<file path="src/hw/dbc_defs.vh">
// Purpose: Constants for the driver and buck configuration register bank
// Assumes: Included by bare name; definitions only
// Notes:   Offsets are register indices; byte address is four times the index
`ifndef DBC_DEFS_VH
`define DBC_DEFS_VH

// ==========================================================================
// Register indices
// ==========================================================================
`define DBC_IDX_ALGO_ONE     8'hA0
`define DBC_IDX_ALGO_TWO     8'hA2
`define DBC_IDX_DRV_BUCK     8'hAE
`define DBC_IDX_STATUS       8'hB0

// ==========================================================================
// Reset values
// ==========================================================================
`define DBC_RST_ALGO_ONE     32'h00000000
`define DBC_RST_ALGO_TWO     32'h00000000
`define DBC_RST_DRV_BUCK     32'h01200000

// ==========================================================================
// Field positions in the driver and buck configuration word
// ==========================================================================
`define DBC_BIT_PARITY       31
`define DBC_BIT_COMP_EN      30
`define DBC_TDLY_HI          29
`define DBC_TDLY_LO          26
`define DBC_BIT_EDGE_RATE    25
`define DBC_BIT_SEQ_OFF      24
`define DBC_BIT_CUR_CAP      23
`define DBC_VSEL_HI          22
`define DBC_VSEL_LO          21
`define DBC_BIT_REG_OFF      20

// Slew rate field of the neighbouring gate driver word
`define DBC_SLEW_HI          27
`define DBC_SLEW_LO          26

// ==========================================================================
// Delay codes, in units of 0.2 us (code 1 is 0.4 us)
// ==========================================================================
`define DBC_DLY_BASE_STEPS   5'h01
`define DBC_AUTO_S0          5'h10
`define DBC_AUTO_S1          5'h0C
`define DBC_AUTO_S2          5'h06
`define DBC_AUTO_S3          5'h04

`endif

</file>
<file path="src/hw/dbc_delay_sel.v">
// Purpose: Resolve the effective target delay from the fixed code or slew rate
// Assumes: Inputs come from registers on the same clock
// Notes:   Output is a registered count of 0.2 us steps
`timescale 1ns/10ps
`include "dbc_defs.vh"

module dbc_delay_sel (
   input  wire       clock,       // System clock
   input  wire       reset,       // Synchronous reset, active high
   input  wire [3:0] target_code, // Fixed target code, zero selects automatic
   input  wire [1:0] slew_code,   // Driver slew rate setting
   output reg  [4:0] delay_steps, // Effective delay in 0.2 us steps
   output reg        delay_auto   // High while automatic selection applies
);

   // ========================================================================
   // Automatic table: slower edges need a longer target
   // ========================================================================
   function [4:0] dbc_auto_steps;
      input [1:0] code;
      begin
         case (code)
            2'h0: dbc_auto_steps = `DBC_AUTO_S0;   // Slowest edge rate
            2'h1: dbc_auto_steps = `DBC_AUTO_S1;
            2'h2: dbc_auto_steps = `DBC_AUTO_S2;
            default: dbc_auto_steps = `DBC_AUTO_S3;
         endcase
      end
   endfunction

   // ========================================================================
   // Registered selection
   // ========================================================================
   always @(posedge clock) begin
      if (reset) begin
         delay_steps <= 5'h00;
         delay_auto  <= 1'b1;
      end else if (target_code == 4'h0) begin
         delay_steps <= dbc_auto_steps(slew_code);
         delay_auto  <= 1'b1;
      end else begin
         // Code n means 0.4 us plus (n-1) steps of 0.2 us
         delay_steps <= {1'b0, target_code} + `DBC_DLY_BASE_STEPS;
         delay_auto  <= 1'b0;
      end
   end

endmodule // dbc_delay_sel

</file>
<file path="src/hw/dbc_regs.v">
// Purpose: Driver and buck configuration register bank on Avalon-MM
// Assumes: Single clock; software is the only party on the register side
// Notes:   Reads answer one cycle after the request with waitrequest low
//
// Chosen here: the Avalon-MM interface to the registers.
`timescale 1ns/10ps
`include "dbc_defs.vh"

module dbc_regs (
   input  wire        clock,                 // System clock, 10 MHz
   input  wire        reset,                 // Synchronous reset, active high
   input  wire [9:0]  avs_address,           // Byte address
   input  wire        avs_read,              // Read request
   input  wire        avs_write,             // Write request
   input  wire [31:0] avs_writedata,         // Write data
   input  wire [3:0]  avs_byteenable,        // Byte lanes of a write
   output reg  [31:0] avs_readdata,          // Read data
   output wire        avs_waitrequest,       // Stall until answer is ready
   output wire [1:0]  avs_response,          // 00 okay, 11 unmapped
   input  wire [1:0]  driver_slew_code,      // Slew setting of the gate driver
   output reg         delay_comp_on,         // Delay compensation enabled
   output wire [4:0]  target_delay_steps,    // Effective delay, 0.2 us steps
   output wire        target_delay_auto,     // Automatic delay in use
   output reg         regulator_edge_rate,   // 1 selects slow switch edges
   output reg         regulator_seq_off,     // 1 means sequencing disabled
   output reg         regulator_current_cap, // 1 selects low current limit
   output reg  [1:0]  regulator_vsel,        // Output voltage code
   output reg         regulator_off,         // 1 turns the regulator off
   output reg  [31:0] algo_config_one_q,     // Algorithm word one contents
   output reg  [31:0] algo_config_two_q      // Algorithm word two contents
);

   // ========================================================================
   // Declarations
   // ========================================================================
   reg  [31:0] algo_config_one;        // Algorithm word one
   reg  [31:0] algo_config_two;        // Algorithm word two
   reg  [31:0] driver_and_buck_config; // Mixed-access configuration word
   reg         rd_done;                // Read answer phase
   reg         rd_err;                 // Unmapped read flag
   reg  [31:0] next_cfg;               // Next configuration word
   wire [7:0]  word_idx;               // Word index from byte address
   wire        hit_one;                // Address decodes
   wire        hit_two;
   wire        hit_cfg;
   wire        hit_stat;
   wire        mapped;                 // Any register hit
   wire        wr_ok;                  // Write accepted this cycle
   wire [31:0] bmask;                  // Byte-enable bit mask
   wire [31:0] status_word;            // Read-only live state

   assign word_idx = avs_address[9:2];
   assign hit_one  = (word_idx == `DBC_IDX_ALGO_ONE);
   assign hit_two  = (word_idx == `DBC_IDX_ALGO_TWO);
   assign hit_cfg  = (word_idx == `DBC_IDX_DRV_BUCK);
   assign hit_stat = (word_idx == `DBC_IDX_STATUS);
   assign mapped   = hit_one | hit_two | hit_cfg | hit_stat;
   assign bmask    = {{8{avs_byteenable[3]}}, {8{avs_byteenable[2]}},
                      {8{avs_byteenable[1]}}, {8{avs_byteenable[0]}}};

   // Writes finish in their first cycle; reads wait one cycle for data
   assign avs_waitrequest = avs_read & ~rd_done;
   assign wr_ok           = avs_write;
   assign avs_response    = rd_err ? 2'h3 : 2'h0;
   assign status_word     = {26'h0000000, target_delay_auto, target_delay_steps};

   // ========================================================================
   // Merge helper for byte-enabled writes
   // ========================================================================
   function [31:0] dbc_merge;
      input [31:0] old_val;
      input [31:0] new_val;
      input [31:0] mask;
      begin
         dbc_merge = (old_val & ~mask) | (new_val & mask);
      end
   endfunction

   // ========================================================================
   // Next configuration word; bit 24 is write-one-to-clear
   // ========================================================================
   always @* begin
      next_cfg = driver_and_buck_config;
      if (wr_ok && hit_cfg) begin
         // Plain read-write fields, parity and reserved bits included
         next_cfg = dbc_merge(driver_and_buck_config, avs_writedata, bmask);
         // Writing one clears, writing zero keeps the old value
         next_cfg[`DBC_BIT_SEQ_OFF] = driver_and_buck_config[`DBC_BIT_SEQ_OFF]
            & ~(avs_writedata[`DBC_BIT_SEQ_OFF] & avs_byteenable[3]);
      end
   end

   // ========================================================================
   // Register storage
   // ========================================================================
   always @(posedge clock) begin
      if (reset) begin
         // Word one has no defined reset; zero keeps simulation clean
         algo_config_one        <= `DBC_RST_ALGO_ONE;
         algo_config_two        <= `DBC_RST_ALGO_TWO;
         driver_and_buck_config <= `DBC_RST_DRV_BUCK;
      end else begin
         // Software keeps to listed words; others are ignored
         if (wr_ok && hit_one) begin
            algo_config_one <= dbc_merge(algo_config_one, avs_writedata, bmask);
         end
         if (wr_ok && hit_two) begin
            algo_config_two <= dbc_merge(algo_config_two, avs_writedata, bmask);
         end
         driver_and_buck_config <= next_cfg;
      end
   end

   // ========================================================================
   // Field outputs registered from the configuration word; algorithm word copies registered
   // ========================================================================
   always @(posedge clock) begin
      if (reset) begin
         delay_comp_on         <= 1'b0;
         regulator_edge_rate   <= 1'b0;
         regulator_seq_off     <= 1'b1;
         regulator_current_cap <= 1'b0;
         regulator_vsel        <= 2'h1;
         regulator_off         <= 1'b0;
         algo_config_one_q     <= `DBC_RST_ALGO_ONE;
         algo_config_two_q     <= `DBC_RST_ALGO_TWO;
      end else begin
         delay_comp_on         <= driver_and_buck_config[`DBC_BIT_COMP_EN];
         regulator_edge_rate   <= driver_and_buck_config[`DBC_BIT_EDGE_RATE];
         regulator_seq_off     <= driver_and_buck_config[`DBC_BIT_SEQ_OFF];
         regulator_current_cap <= driver_and_buck_config[`DBC_BIT_CUR_CAP];
         regulator_vsel        <= driver_and_buck_config[`DBC_VSEL_HI:`DBC_VSEL_LO];
         regulator_off         <= driver_and_buck_config[`DBC_BIT_REG_OFF];
         algo_config_one_q     <= algo_config_one;
         algo_config_two_q     <= algo_config_two;
      end
   end

   // ========================================================================
   // Read path: data registered, presented with waitrequest low
   // ========================================================================
   always @(posedge clock) begin
      if (reset) begin
         rd_done      <= 1'b0;
         rd_err       <= 1'b0;
         avs_readdata <= 32'h00000000;
      end else if (avs_read && !rd_done) begin
         rd_done <= 1'b1;
         rd_err  <= ~mapped;
         if (hit_one) begin
            avs_readdata <= algo_config_one;
         end else if (hit_two) begin
            avs_readdata <= algo_config_two;
         end else if (hit_cfg) begin
            avs_readdata <= driver_and_buck_config;
         end else if (hit_stat) begin
            avs_readdata <= status_word;
         end else begin
            // Unmapped reads return zero with an error response
            avs_readdata <= 32'h00000000;
         end
      end else begin
         rd_done <= 1'b0;
         rd_err  <= 1'b0;
      end
   end

   // ========================================================================
   // Target delay resolution
   // ========================================================================
   dbc_delay_sel u_delay (
      .clock       (clock),
      .reset       (reset),
      .target_code (driver_and_buck_config[`DBC_TDLY_HI:`DBC_TDLY_LO]),
      .slew_code   (driver_slew_code),
      .delay_steps (target_delay_steps),
      .delay_auto  (target_delay_auto)
   );

endmodule // dbc_regs

</file>
<file path="config.mk">
export PLATFORM = sky130hd
export DESIGN_NAME = dbc_regs
export DESIGN_NICKNAME = d
export VERILOG_FILES = /design/src/hw/dbc_delay_sel.v /design/src/hw/dbc_regs.v
export VERILOG_INCLUDE_DIRS = /design/src /design/src/hw
export SDC_FILE = /design/constraint.sdc
export NUM_CORES = 1
export LEC_CHECK = 0
export ABC_AREA = 1
export ABC_CLOCK_PERIOD_IN_PS = 2000
export BUFFER_PORTS_ARGS = -buffer_cell sky130_fd_sc_hd__buf_2
export CORE_MARGIN = 3
export CORE_UTILIZATION = 54
export CTS_CLUSTER_DIAMETER = 200
export CTS_CLUSTER_SIZE = 40
export DETAILED_ROUTE_END_ITERATION = 6
export PLACE_DENSITY = 0.79
export SLEW_MARGIN = 20
export SYNTH_ARGS = -nofsm -noshare
export SYNTH_HDL_FRONTEND = slang
export SYNTH_SLANG_ARGS = --single-unit
</file>
<file path="constraint.sdc">
create_clock -name clock -period 2 [get_ports clock]
set_clock_uncertainty 0.1 [all_clocks]
set_input_delay 0.3 -clock clock [delete_from_list [all_inputs] [get_ports clock]]
set_output_delay 0.3 -clock clock [all_outputs]
set_load 0.01 [all_outputs]
</file>
# After elaboration in Yosys (flattened, before gate mapping)
# Index checks and enable logic that the tools add are counted.
[word_totals]
regBits = 207
[classes]
bitwise_logic = 18
mux = 9
n_reduce_logical = 8
n_eq_ne = 6
addsub = 1
[op_table]
columns = ["op", "count"]
rows = [
  ["32-bit bitwise AND", 4],
  ["32-bit two-way mux", 3],
  ["32-bit bitwise OR", 3],
  ["8-bit == test (second input constant)", 4],
  ["32-bit NOT", 1],
  ["5-bit one-hot mux with 3 select lines", 1],
  ["6-bit two-way mux", 1],
  ["4-bit by 1-bit adder with 5-bit output (second input constant)", 1],
  ["5-bit two-way mux", 1],
  ["1-bit logical AND", 4],
  ["4-bit logical NOT", 1],
  ["1-bit NOT", 4],
  ["1-bit bitwise AND", 3],
  ["1-bit bitwise OR", 3],
  ["2-bit by 1-bit == test with 1-bit output (second input constant)", 1],
  ["2-bit == test (second input constant)", 1],
  ["2-bit logical NOT", 1],
  ["1-bit two-way mux", 2],
  ["2-bit two-way mux", 1],
  ["2-bit OR reduction", 1],
  ["1-bit logical NOT", 1],
]

# Longest topological paths before layout
[depth]
ltp_word = 5
depth_mapped = 10

# Cells and area by module
# Synthesis repeated with hierarchy kept, for this count alone.
[hier_totals]
hier_cells = 987
area_unflattened_um2 = 7621.1
[by_module_without_submodules]
columns = ["mod", "area_per_inst_um2", "seq_area_each_um2", "n_inst", "cells_per_inst"]
rows = [
  ["dbc_regs", 7337.0, 4023.9, 1, 948],
  ["dbc_delay_sel", 284.0, 120.1, 1, 39],
]

# Least setup slack after synthesis
# OpenSTA, ideal clock, no wires.
[synth_path]
path_type = "input -> register"
from = "input avs_address[8]"
to = "register with a tool-made name"
setup_slack_ps = 449
t_arrival_ps = 1335
setup_ps = 116
path_stages = 9
path_cell_list = "inv_1 -> nand2_1 -> nor2_2 -> buf_4 -> nand3_4 -> nor2_4 -> inv_1 -> nor2_1 -> nor2_1"
[synth_rtl]
columns = ["element", "line", "rtl"]
rows = [
  ["start: declaration", "dbc_regs.v:12", "input wire [9:0] avs_address,"],
]

# Worst setup path in the final report
[layout_path]
from = "register rd_done"
to = "output avs_waitrequest"
[layout_between]
elab_chain_cells = 2
[layout_lines]
columns = ["element", "line", "rtl"]
rows = [
  ["start: declaration", "dbc_regs.v:39", "reg rd_done;"],
  ["start signal: assignment", "dbc_regs.v:144", "rd_done <= 1'b0;"],
  ["start signal: assignment", "dbc_regs.v:148", "rd_done <= 1'b1;"],
  ["start signal: assignment", "dbc_regs.v:163", "rd_done <= 1'b0;"],
  ["1-bit NOT", "dbc_regs.v:62", "assign avs_waitrequest = avs_read & ~rd_done;"],
  ["1-bit bitwise AND", "dbc_regs.v:62", ""],
  ["end: declaration", "dbc_regs.v:18", "output wire avs_waitrequest,"],
]
# No other way between the ends.

==> impl_metrics.json <==
{
  "cts_tree": "done",
  "cp.arrival_ns": 1.49,
  "slew_viol_final": 0,
  "synth_cell_types": 26,
  "pre_cts_ws_ns": 0.06118,
  "grt_max_degree": 52,
  "wl_met3_um": 1175,
  "multi_input_area_mm2": 0.002859,
  "drive_gt1_frac": 0.1924,
  "synth_area_mm2": 0.007619,
  "wl_per_cell_um": 14.69,
  "ant_nets": 0,
  "gp_routability_congestion": 0.8294,
  "status": "complete, no violations",
  "rsz0062_at_grt": "false",
  "ir_worst_vdd_uv": 737.4,
  "crit_path_end_kind": "primary output",
  "clk_latency_ns": 0.47,
  "hp-class": "in -> reg",
  "start_util": 0.5641,
  "grt_remaining_overflow": 0,
  "ff_latch_area_mm2": 0.004144,
  "grt_pass1_vias": 6645,
  "cts_buffer_depth": 3,
  "core_region_area_mm2": 0.01351,
  "path_max_fanout": 39,
  "track_usage": 0.2441,
  "nets": 1209,
  "cp-start-kind": "register",
  "numClockSinks": 207,
  "topRoutingLayerUsed": "met4",
  "cts_setup_buffers": 0,
  "dieArea_mm2": 0.01557,
  "tns_ns": 0,
  "path_clk_slew_ns": 0.14,
  "wirelength_met1_um": 8321,
  "fmax_ghz": 0.5303,
  "critPathRequiredTime_ns": 1.60,
  "grt_pass1_wl_um": 32420,
  "slew_headroom": 0.6088,
  "yosysWarnings": 0,
  "cts_inserted_buffers": 9,
  "drv_cap": 0,
  "vias": 6963,
  "fill_cells": 1131,
  "period_share": 0.9428,
  "numPortBuffers": 161,
  "io_pins": 164,
  "synth_top_area_share": 0.5439,
  "async_reset_ff_frac": 0,
  "synthTopCellsByCount": "nor2_1, dfxtp_1, o21ai_0, inv_1, nand2_1",
  "hpwl_um": 13130,
  "period_needed_ns": 1.886,
  "ys_seq_area_frac": 0.5439,
  "synth-main-ff-cell": "dfxtp_1",
  "ys_top_cells_by_area": "dfxtp_1, nor2_1, o21ai_0",
  "areaGrowthSynthToFinish_pct": 20.79,
  "syn_inst": 977,
  "syn_area_per_cell_um2": 7.798,
  "fp.dieW_um": 124.8,
  "dr.first_iter.drc_count": 596,
  "power_density_mw_per_mm2": 736.6,
  "utilization": 0.6814,
  "htree_num_levels": 1,
  "synth_fp_nets": 1031,
  "finalWorstSetupSlack_ns": 0.1144,
  "p_leak_nw": 4.065,
  "routed_via_density": 5.235,
  "antenna_found_initial": 0,
  "first_pass_iters": 7,
  "rows": 42,
  "insertedDiodeCount": 0,
  "synth_edf_count": 0,
  "yosys.area.top_type": "dfxtp_1",
  "worst_slew_pin_slew_ns": 0.5853,
  "ys_ff_latch": 207,
  "finalHoldViolations": 0,
  "drc": 0,
  "routed-wl-met2_um": 9646,
  "setup_viol": 0,
  "die_y_um": 124.8,
  "hold_slack_ns": 0.01222,
  "root_buffer": "clkbuf_16",
  "critical_path_class": "reg -> out",
  "yosysMostFrequentCell": "nor2_1",
  "routed_wirelength_um": 19530
}
-- kinds of logic after synthesis --
kind of cell | after synthesis | share of synthesized area
simple gates | 427 | 0.2447
flops | 207 | 0.5439
compound gates | 185 | 0.1245
buf+inv | 155 | 0.08244
fa+ha+maj | 2 | 0.003284
xor+xnor | 1 | 0.001150
-- metal layers --
layer	global-route usage	vias up
met5	0	-
met4	0.05803	0
met3	0.03045	27
met2	0.4281	231
met1	0.3212	3261
li1	-	3444
-- area by class of cell --
class / instances / share of cell area
well taps: 176 / 0.02393
clock inverters: 1 / 0.003263
repair buffers: 218 / 0.1449
multi-input cells: 615 / 0.3107
clock buffers: 9 / 0.02447
flip-flops and latches: 207 / 0.4503
inverters: 104 / 0.04242
-- path summary, 6_finish.rpt --
kind | start | end | slack, ns | cells past startpoint
max | rd_done | avs_waitrequest | 0.11 | 3
min | driver_slew_code[1] | u_delay.delay_steps[1] | 0.01 | 3
max reg2reg | register | u_delay.delay_steps[4] | 0.46 | 7
min reg2reg | register | algo_config_two_q[13] | 0.31 | 2
-- what timing repair did --
item / 4_1_cts / 5_1_grt
resized for setup: 0 / 0
endpoints found under the hold margin: 59 / 0
hold buffers: 34 / 0
-- through the flow --
step           instance area, um2  power, mW  instances
3_5_place_dp                 8607      4.679       1286
2_1_floorplan                7619      4.497        977
3_3_place_gp                 8607      4.673       1286
5_1_grt                      9203      6.993       1330
6_report                     9203      6.778       1330
4_1_cts                      9203      6.804       1330
-- power breakdown --
part / switching, mW / internal [mW]
clock: 1.28 / 0.850
sequential: 0.0195 / 4.17
combinational: 0.282 / 0.177
total: 1.59 / 5.19
-- cell usage in the layout (no fill, tap or decap), types with 2 or more instances in the layout --
master         instances
inv_2                  9
buf_2                160
nor3_1                 3
nand2_1               77
dfxtp_1              207
a21oi_1               42
clkbuf_16              9
nand3_1               74
nor2_8                 2
inv_1                 95
o22ai_1               11
a31oi_1                2
o21ai_0              128
nor2_4                11
buf_4                 23
nor2_2                 2
ha_1                   2
nand3_4                2
nand4_1                7
nor2_1               247
dlygate4sd3_1         34
-- critical path: stages, from the launching register on --
cell,delay (ns)
dfxtp_1,0.35
nor2_4,0.10
buf_4,0.34
buf_2,0.21
No activity file was read; power rests on OpenSTA's default activity.
